[config.mk]
export PLATFORM = sky130hd
export DESIGN_NAME = sos_seq
export DESIGN_NICKNAME = d
export VERILOG_FILES = /design/src/shared/sos_pkg.sv /design/src/core/sos_seq.sv
export SDC_FILE = /design/constraint.sdc
export NUM_CORES = 1
export LEC_CHECK = 0
export BUFFER_PORTS_ARGS = -buffer_cell sky130_fd_sc_hd__clkbuf_2
export CAP_MARGIN = 20
export CORE_ASPECT_RATIO = 0.9
export CORE_MARGIN = 8
export CORE_UTILIZATION = 52
export DETAILED_ROUTE_END_ITERATION = 12
export PLACE_DENSITY = 0.82
export RECOVER_POWER = 100
export SLEW_MARGIN = 5
export SYNTH_ARGS = -nofsm -noshare
export SYNTH_HDL_FRONTEND = slang
export SYNTH_SLANG_ARGS = --single-unit
export TNS_END_PERCENT = 30
[constraint.sdc]
create_clock -name sys_clk_in -period 6.2 [get_ports sys_clk_in]
set_input_delay 1.24 -clock sys_clk_in [delete_from_list [all_inputs] [get_ports sys_clk_in]]
set_output_delay 1.24 -clock sys_clk_in [all_outputs]
set_load 0.05 [all_outputs]
[src/shared/sos_pkg.sv]
// shared constants and carriers of the servo-off stop sequencer
package sos_pkg;
  // clock and time base
  localparam int CLK_PERIOD_NS = 10;
  localparam int MS_NS = 1000000;
  localparam int CYC_PER_MS = MS_NS / CLK_PERIOD_NS;
  // speed below which the motor counts as stopped, r/min
  localparam logic [15:0] STOP_SPEED_RPM = 16'h001E;
  // sequence setting range, 0 to 9
  localparam logic [3:0] SEQ_MAX = 4'h9;
  localparam logic [3:0] SEQ_ESTOP_DB = 4'h8;
  localparam logic [3:0] SEQ_ESTOP_FREE = 4'h9;
  // slow stop enable bits in the function expansion word
  localparam int SLOW_BIT_HI = 15;
  localparam int SLOW_BIT_LO = 10;
  // field widths
  localparam int SEQ_W = 4;
  localparam int TRQ_W = 10;
  localparam int SPD_W = 16;
  localparam int POS_W = 32;
  localparam int MS_W = 15;
  // reset values
  localparam logic [POS_W-1:0] POS_RST = 32'h0000_0000;
  localparam logic [MS_W-1:0] MS_RST = 15'h0000;
  localparam logic [TRQ_W-1:0] TRQ_RST = 10'h000;
  localparam logic [TRQ_W-1:0] TRQ_ZERO = 10'h000;

  // sequencer states, one-hot
  typedef enum logic [3:0] {
    ST_ON = 4'b0001,
    ST_DECEL = 4'b0010,
    ST_POST = 4'b0100,
    ST_HANDOFF = 4'b1000
  } sos_state_t;

  // configuration settings as one carrier
  typedef struct packed {
    logic [SEQ_W-1:0] servo_off_sequence_sel;
    logic [TRQ_W-1:0] estop_torque_limit;
    logic [TRQ_W-1:0] normal_torque_limit;
    logic [MS_W-1:0] brake_time_standstill;
    logic [MS_W-1:0] brake_time_running;
    logic [SPD_W-1:0] brake_release_speed;
    logic [15:0] function_expansion_cfg;
  } sos_cfg_t;
endpackage : sos_pkg
[src/core/sos_seq.sv]
// servo-off stop sequencer: deceleration, post-stop, brake timing
//
// Contract
// - sequence setting 0..9 picks stop behaviour
// - off: force position control, halt command generation
// - 0/4: dynamic brake both phases, clear deviation
// - 1/5: coast, then dynamic brake, clear deviation
// - 2/6: dynamic brake, then free, clear deviation
// - 3/7: coast, then free, clear deviation
// - 8: emergency stop, then dynamic brake
// - 9: emergency stop, then free
// - clearing copies feedback into command position
// - estop torque setting; zero means normal limit
// - below 30 r/min enter post-stop, stay
// - alarm while off hands over to alarm sequence
// - main power off hands over to power sequence
// - no dynamic brake fitted: free run instead
// - alarm estop time ignored in servo-off stop
// - slow stop bits replace emergency stop
// - standstill off: brake after standstill time
// - running off: brake at time or speed
// - servo-on only once motor has stopped
// - on status only echoes received command
`timescale 1ns/1ps
`default_nettype none
module sos_seq #(
  parameter int CYC_MS = sos_pkg::CYC_PER_MS, // cycles per millisecond
  parameter bit HAS_DB = 1'b1 // dynamic brake fitted
) (
  // clock and reset
  input wire logic sys_clk_in,
  input wire logic rst_n_in,
  // host commands, same clock domain
  input wire logic servo_on_cmd_in,
  // drive state
  input wire logic alarm_in,
  input wire logic main_power_off_in,
  input wire logic [sos_pkg::SPD_W-1:0] motor_speed_in,
  input wire logic [sos_pkg::POS_W-1:0] feedback_pos_in,
  // settings
  input wire sos_pkg::sos_cfg_t cfg_in,
  // servo state
  output logic servo_on_status_out,
  output logic servo_active_out,
  output logic post_stop_out,
  output logic seq_handoff_out,
  // stop actions
  output logic dynamic_brake_out,
  output logic estop_active_out,
  output logic slow_stop_out,
  output logic [sos_pkg::TRQ_W-1:0] torque_limit_out,
  output logic mech_brake_out,
  // position control
  output logic force_pos_ctrl_out,
  output logic cmd_gen_halt_out,
  output logic dev_clear_out,
  output logic [sos_pkg::POS_W-1:0] cmd_pos_out
);
  import sos_pkg::*;

  sos_state_t state; // sequencer phase
  sos_state_t next_state;
  logic [SEQ_W-1:0] seq; // setting latched at servo-off
  logic stopped; // speed below the stop threshold
  logic slow_en; // slow stop replaces emergency stop
  logic [31:0] tick_cnt; // millisecond prescaler
  logic ms_tick;
  logic [MS_W-1:0] brake_ms; // elapsed ms since servo-off
  logic brake_run; // off taken with motor running
  logic brake_pending; // brake timing in progress

  assign stopped = motor_speed_in < STOP_SPEED_RPM;
  assign slow_en = cfg_in.function_expansion_cfg[SLOW_BIT_HI] &
                   cfg_in.function_expansion_cfg[SLOW_BIT_LO];

  // dynamic brake decode per setting and phase
  function automatic logic db_for(input logic [SEQ_W-1:0] s,
                                  input logic post);
    logic r;
    r = 1'b0;
    if (!post) begin
      r = (s == 4'h0) || (s == 4'h4) || (s == 4'h2) || (s == 4'h6);
    end else begin
      r = (s == 4'h0) || (s == 4'h4) || (s == 4'h1) || (s == 4'h5) ||
          (s == SEQ_ESTOP_DB);
    end
    return r & HAS_DB;
  endfunction : db_for

  // emergency stop is used by the two top settings only
  function automatic logic is_estop(input logic [SEQ_W-1:0] s);
    return (s == SEQ_ESTOP_DB) || (s == SEQ_ESTOP_FREE);
  endfunction : is_estop

  // phase selection, evaluated once per control cycle
  always_comb begin
    next_state = state;
    case (state)
      ST_ON: begin
        if (!servo_on_cmd_in) begin
          next_state = stopped ? ST_POST : ST_DECEL;
        end
      end
      ST_DECEL: begin
        if (alarm_in || main_power_off_in) begin
          next_state = ST_HANDOFF;
        end else if (stopped) begin
          next_state = ST_POST;
        end
      end
      ST_POST: begin
        // post-stop is left only by handover or by servo-on
        if (alarm_in || main_power_off_in) begin
          next_state = ST_HANDOFF;
        end else if (servo_on_cmd_in && stopped) begin
          next_state = ST_ON;
        end
      end
      ST_HANDOFF: begin
        // other sequences own the stop until both causes clear and the motor has stopped
        if (!alarm_in && !main_power_off_in && stopped) begin
          next_state = ST_POST;
        end
      end
      default: next_state = ST_POST;
    endcase
  end

  // state register; reset assumes servo-off at standstill
  always_ff @(posedge sys_clk_in or negedge rst_n_in) begin
    if (!rst_n_in) begin
      state <= ST_POST;
    end else begin
      state <= next_state;
    end
  end

  // latch the sequence setting when servo-off is accepted
  always_ff @(posedge sys_clk_in or negedge rst_n_in) begin
    if (!rst_n_in) begin
      seq <= 4'h0;
    end else if (state == ST_ON && next_state != ST_ON) begin
      // out-of-range settings fall back to setting 0
      seq <= (cfg_in.servo_off_sequence_sel > SEQ_MAX) ? 4'h0 :
             cfg_in.servo_off_sequence_sel;
    end
  end

  // millisecond tick, held at zero while on so brake ms are whole ones
  always_ff @(posedge sys_clk_in or negedge rst_n_in) begin
    if (!rst_n_in) begin
      tick_cnt <= 32'h0000_0000;
      ms_tick <= 1'b0;
    end else if (state == ST_ON || tick_cnt >= 32'(CYC_MS - 1)) begin
      tick_cnt <= 32'h0000_0000;
      ms_tick <= (state != ST_ON);
    end else begin
      tick_cnt <= tick_cnt + 32'h0000_0001;
      ms_tick <= 1'b0;
    end
  end

  // mechanical brake timing from the servo-off moment
  always_ff @(posedge sys_clk_in or negedge rst_n_in) begin
    if (!rst_n_in) begin
      brake_ms <= MS_RST;
      brake_run <= 1'b0;
      brake_pending <= 1'b0;
      mech_brake_out <= 1'b1;
    end else if (next_state == ST_ON) begin
      // energized: brake released
      brake_ms <= MS_RST;
      brake_pending <= 1'b0;
      mech_brake_out <= 1'b0;
    end else if (state == ST_ON) begin
      // servo-off accepted: pick the timing by motor motion
      brake_ms <= MS_RST;
      brake_run <= !stopped;
      brake_pending <= 1'b1;
      mech_brake_out <= 1'b0;
    end else if (brake_pending) begin
      if (brake_run) begin
        // whichever of time or speed comes first
        if (brake_ms >= cfg_in.brake_time_running ||
            motor_speed_in < cfg_in.brake_release_speed) begin
          brake_pending <= 1'b0;
          mech_brake_out <= 1'b1;
        end
      end else if (brake_ms >= cfg_in.brake_time_standstill) begin
        brake_pending <= 1'b0;
        mech_brake_out <= 1'b1;
      end
      if (ms_tick && brake_ms != {MS_W{1'b1}}) begin
        brake_ms <= brake_ms + 15'h0001;
      end
    end
  end

  // stop actions follow the coming phase so outputs match state
  // the alarm estop time setting has no input here at all
  always_ff @(posedge sys_clk_in or negedge rst_n_in) begin
    if (!rst_n_in) begin
      servo_active_out <= 1'b0;
      post_stop_out <= 1'b1;
      seq_handoff_out <= 1'b0;
      dynamic_brake_out <= HAS_DB;
      estop_active_out <= 1'b0;
      slow_stop_out <= 1'b0;
      force_pos_ctrl_out <= 1'b1;
      cmd_gen_halt_out <= 1'b1;
      dev_clear_out <= 1'b1;
      torque_limit_out <= TRQ_RST;
    end else begin
      servo_active_out <= 1'b0;
      post_stop_out <= 1'b0;
      seq_handoff_out <= 1'b0;
      dynamic_brake_out <= 1'b0;
      estop_active_out <= 1'b0;
      slow_stop_out <= 1'b0;
      force_pos_ctrl_out <= 1'b1;
      cmd_gen_halt_out <= 1'b1;
      dev_clear_out <= 1'b1;
      torque_limit_out <= cfg_in.normal_torque_limit;
      case (next_state)
        ST_ON: begin
          servo_active_out <= 1'b1;
          force_pos_ctrl_out <= 1'b0;
          cmd_gen_halt_out <= 1'b0;
          dev_clear_out <= 1'b0;
        end
        ST_DECEL: begin
          // the setting latches this same edge when off is taken
          if (is_estop(state == ST_ON ?
                       cfg_in.servo_off_sequence_sel : seq)) begin
            servo_active_out <= 1'b1; // controlled stop, energized
            estop_active_out <= !slow_en;
            slow_stop_out <= slow_en;
            if (!slow_en && cfg_in.estop_torque_limit != TRQ_ZERO) begin
              torque_limit_out <= cfg_in.estop_torque_limit;
            end
          end else begin
            dynamic_brake_out <= db_for(state == ST_ON ?
              cfg_in.servo_off_sequence_sel : seq, 1'b0);
          end
        end
        ST_POST: begin
          post_stop_out <= 1'b1;
          dynamic_brake_out <= db_for(state == ST_ON ?
            cfg_in.servo_off_sequence_sel : seq, 1'b1);
        end
        ST_HANDOFF: begin
          seq_handoff_out <= 1'b1;
          dev_clear_out <= 1'b0;
        end
        default: post_stop_out <= 1'b1;
      endcase
    end
  end

  // status echoes the received command, not readiness
  always_ff @(posedge sys_clk_in or negedge rst_n_in) begin
    if (!rst_n_in) begin
      servo_on_status_out <= 1'b0;
    end else begin
      servo_on_status_out <= servo_on_cmd_in;
    end
  end

  // command position tracks feedback while deviation is cleared
  always_ff @(posedge sys_clk_in or negedge rst_n_in) begin
    if (!rst_n_in) begin
      cmd_pos_out <= POS_RST;
    end else if (next_state == ST_POST || next_state == ST_DECEL) begin
      cmd_pos_out <= feedback_pos_in;
    end
  end
endmodule : sos_seq
`default_nettype wire

# After elaboration in Yosys (flattened, before gate mapping)
# Index checks and enable logic that the tools add are counted.
# totals
reg_bits	110
latch_bits	0
ramBits	0
mem_bits_ro	0
inputBits	139
output_inout_bits	53
elab_cells	122
memories	0
# op_classes
n_addsub	2
n_mul	0
div_mod_pow	0
magnitude_cmp	6
eq_ne	19
n_shift	0
muxes	43
bitwise_logic	2
reduce_logical	31
# op_table
op	count
15-bit 2-to-1 mux	4
32-bit by 1-bit adder with 32-bit output, second input constant	1
32-bit by 17-bit greater-or-equal comparator with 1-bit output, second input constant	1
32-bit 2-to-1 mux	1
4-bit 2-to-1 mux	8
15-bit greater-or-equal comparator	2
10-bit 2-to-1 mux	3
1-bit 2-to-1 mux	23
4-bit by 3-bit equality test with 1-bit output, second input constant	5
4-bit equality test, second input constant	4
16-bit less-than comparator	1
16-bit by 5-bit less-than comparator with 1-bit output, second input constant	1
4-bit case mux with 4 select lines	1
15-bit by 1-bit adder with 15-bit output, second input constant	1
15-bit inequality test, second input constant	1
4-bit by 1-bit equality test with 1-bit output, second input constant	3
4-bit by 2-bit equality test with 1-bit output, second input constant	3
4-bit by 1-bit inequality test with 1-bit output, second input constant	3
1-bit logical OR	11
10-bit nonzero test	1
1-bit logical AND	6
3-bit nonzero test	2
4-bit greater-than comparator, second input constant	1
1-bit logical NOT	4
other kinds (10)	12

# Longest topological paths before layout
# logic_depth
depth_word	8
ltp_mapped	9
ltp_nobuf	8

# Worst setup path before layout
# Ideal clock, no wire load.
# synth_path
kind	input to register
from	in main_power_off_in
to	reg cmd_pos_out[10] (netlist bit)
arrival_ns	2.946
required_time_ns	6.075
setup_slack_ns	3.129
stages	9
path_buffers	3
cell_sequence	or2_0 -> clkbuf_1 -> a21oi_1 -> o21ai_0 -> a221oi_1 -> a2111o_1 -> buf_2 -> buf_6 -> mux2_4
# synth_via
elab_chain_len	7
word_cells_on_any_way	11
cone_classes	eq/ne (2); mux (4); reduce/logical (5)
# synth_lines
item	line_no	rtl
from (decl)	sos_seq.sv:37	input wire logic main_power_off_in,
1-bit logical NOT	sos_seq.sv:121	if (!alarm_in && !main_power_off_in && stopped) begin
1-bit logical AND (2 in series)	sos_seq.sv:121	
4-bit 2-to-1 mux	sos_seq.sv:121	
4-bit case mux with 4 select lines *	sos_seq.sv:98	case (state)
4-bit by 3-bit equality test with 1-bit output or 4-bit by 2-bit equality test with 1-bit output (tied branches)	sos_seq.sv:273	end else if (next_state == ST_POST || next_state == ST_DECEL) begin
1-bit logical OR *	sos_seq.sv:273	
to (signal assigned)	sos_seq.sv:274	cmd_pos_out <= feedback_pos_in;
to (decl)	sos_seq.sv:57	output logic [sos_pkg::POS_W-1:0] cmd_pos_out
# Mark *: on every way between the ends. The rest lies on a longest branch, timed or not.
# A chain may end at the register's enable or synchronous reset.

==> summary.txt <==
Critical path
  – Worst setup EP type: asynchronous set/reset pin
  – FF-to-FF path depth: 6
  – Crit-path max cell delay: 1620 ps
  – Stages on the worst setup path: 2
  – CP top delay family: buffers and inverters
  – Critical path required time: around 6400 ps
  – WP data arrival: approximately 4300 ps
  – Bufs and invs on worst path: 2
  – Reg2reg end: cmd_pos_out[12]
  – Reg-to-reg setup timing slack: 3010 ps
  – Critical Path Source: rst_n_in
  – CP Max Fanout: 65
  – Slowest cell on crit path: clkbuf_1
  – Worst r2r src: state[1]
  – Setup CP Type: in -> async
  – CP startpoint kind: primary input
  – Crit-path cells: clkbuf_1, clkbuf_2

Worst hold path
  – Hold wc startpoint: cmd_pos_out[26]
  – HP Class: reg -> reg
  – Hold Path End: cmd_pos_out[26]
  – Hold Path Stages: 1

Floorplan
  – Core Region: 0.0109 mm^2
  – Die height: ~120 um
  – I/O pin count: approximately 190
  – Die W: 128 um
  – Die Area: between 0.01 and 0.015 mm^2
  – Starting density of the core: 0.536
  – # rows: 36

Yosys
  – Mapped cell area: 0.00584 mm^2
  – Mean Syn Cell Area: about 11 um^2
  – Top_reg_cell synth: dfrtp_1
  – Yosys warns: 0
  – Cell taking the most area after synthesis: dfrtp_1
  – Register area share after synthesis: 0.473
  – Most common cell in the netlist: dfrtp_1
  – Seq cells post-synth: between 100 and 150
  – Post-synth top area share: 0.446
  – Top post-synthesis cells by count: 104 x dfrtp_1, 52 x inv_1, 48 x nor2_1, 47 x ha_1, 39 x mux2_4
  – Syn Inst Count: between 500 and 600
  – Synth cell types: a little over 60
  – EDFF count, synth: 0
  – Asr flop ratio synth: 1.00
  – Top post-synthesis cells by area: dfrtp_1 45%, ha_1 10%, mux2_4 10%

Status
  – Failing checks: capacitance limit, slew limit
  – Status: finished, violations left

Global routing
  – Total grt overflow: 0
  – Global-route wire length before repair: between 20 and 25 mm
  – Vias in the first global route: about 4900
  – Initial antenna violation count: 0
  – Global-route usage over all layers: 0.186
  – Largest net degree at the start of global routing: 66

Power and ir drop
  – LEAKAGE: approximately 3.5 nW
  – PwrDens: 366 mW/mm^2
  – Pwr Total: about 0.0026 W
  – Max IR drop VDD: about 0.31 mV

Timing
  – Least-Margin Pin Slew: between 2000 and 2500 ps
  – Fmax: approximately 240 MHz
  – Crit share post-route: 0.663
  – Clock Skew: 13.3 ps
  – RSZ-0062 raised after global routing: false
  – Final hold violations: 0
  – Crit path time final: 4110 ps
  – Rel. slew slack: -0.547
  – Final setup violating endpoints: 0
  – Slew Limit Fails: 113
  – Fin worst setup slack: between 2000 and 2500 ps
  – Setup tns final: 0 ps

CTS
  – Clock Sinks: 110
  – Maximum root-to-sink buffer count: 2
  – Resize count post-CTS: 0
  – Hold_buf cts: 0
  – Clk Latency, worst-skew pair: ~360 ps
  – Root Driver: clkbuf_16
  – CTS tree: yes
  – Total CTS buffers: 9
  – H-tree depth: 3
  – Setup Fix Bufs, Post-CTS: 0
  – Clock Pin Slew Worst Setup and Hold Paths: roughly 90 ps

Placement
  – Dpl ws: approximately 2400 ps
  – Placement Cell Area: 0.00690 mm^2
  – Routability Congestion: between 0.8 and 0.9
  – Port Buf Inserts: between 150 and 200
  – Post-detail-place hpwl: roughly 11 mm

Finish
  – Area Overhead vs Synth: 19.5%
  – Share of cells above drive strength 1: 0.206
  – Fin area: around 0.007 mm^2
  – Fin util: 0.640
  – Antenna cells: 0
  – Post-layout nets: between 900 and 1000

Drt
  – Vias: between 4000 and 5000
  – DRC violations left: 0
  – Final Routed Wirelength: around 14 mm
  – DRT Pass-1 Iters: 4
  – Initial drt markers: roughly 160
  – Antenna Violating Nets Remaining: 0
  – Routed wire per std cell: about 15 um
  – Vias per std cell: approximately 5.2

Flow run
  – Max cap viols: 2
## power breakdown
part	internal (W)	switching [W]	total, W	leakage, nW
registers	0.000877	0.0000858	0.000963	1.37
logic	0.000254	0.000727	0.000981	1.97
clock network	0.000300	0.000306	0.000606	0.157
total	0.00143	0.00112	0.00255	3.50
## metal layers
metal,part of all wire,up-vias,wire length (um),track usage
met5,0,-,0,0
met4,0.013,0,174,0.0491
met3,0.054,17,733,0.0484
met2,0.54,126,7310,0.344
met1,0.39,2182,5320,0.208
li1,-,2214,-,-
## cell families (layout without fill, tap and decap cells)
family / count (synthesis) / after routing / share of synthesized area
XOR/XNOR: 27 / 27 / 0.0405
adder cells (fa/ha/maj): 47 / 47 / 0.101
other: 1 / 15 / 0.000642
AO/OA/AOI/OAI: 69 / 69 / 0.0791
flip-flops: 110 / 110 / 0.473
AND/OR/NAND/NOR: 166 / 166 / 0.148
buffers and inverters: 67 / 250 / 0.0504
multiplexers: 43 / 43 / 0.108
## through the flow
step           cells  hold slack [ps]
3_5_place_dp     863              479
4_1_cts          879              499
6_report         879              494
3_3_place_gp     863              471
5_1_grt          879              509
2_1_floorplan    544              455
## final cells by class
class,instances,area [um^2]
clock inverter,7,101
multi-input combinational,367,2670
tap,152,190
inverter,54,203
sequential,110,2760
timing repair buffer,180,832
fill,935,3920
clock buffer,9,225
## registers in the layout, summed over array words and instances, names as in the netlist, 4 cells and up
signal            cells
brake_ms             15
cmd_pos_out          32
seq                   4
state                 4
tick_cnt             32
torque_limit_out     10
## worst reg2reg max path, cell delays in order, from the launching register on
cell	delay (ps)
dfrtp_1	430
or4b_1	750
nor2_8	190
o21ai_0	180
clkinv_1	100
a2111o_1	1000
mux2_1	420
## how the worst max path moves through the flow
stage / slack, ps / endpoint
floorplan: 3130 / cmd_pos_out[10]
global placement: 2510 / cmd_pos_out[2]
detailed placement: 2370 / cmd_pos_out[2]
finish: 2090 / state[3]
global route: 1280 / brake_run
CTS: 2710 / cmd_pos_out[2]
## layout by cell type, fill, tap and decap left out, drive strengths merged, types with 5 or more instances in the layout
| master | count |
|---|---|
| xnor2 | 7 |
| mux2 | 42 |
| dfstp | 6 |
| a21oi | 20 |
| inv | 57 |
| nor3 | 8 |
| and4 | 5 |
| clkbuf | 188 |
| nand4 | 15 |
| nor2 | 49 |
| nand3 | 25 |
| ha | 47 |
| dfrtp | 104 |
| conb | 15 |
| nor4 | 8 |
| nand2 | 34 |
| o21ai | 16 |
| xor2 | 20 |
(Power assumes the default switching activity.)
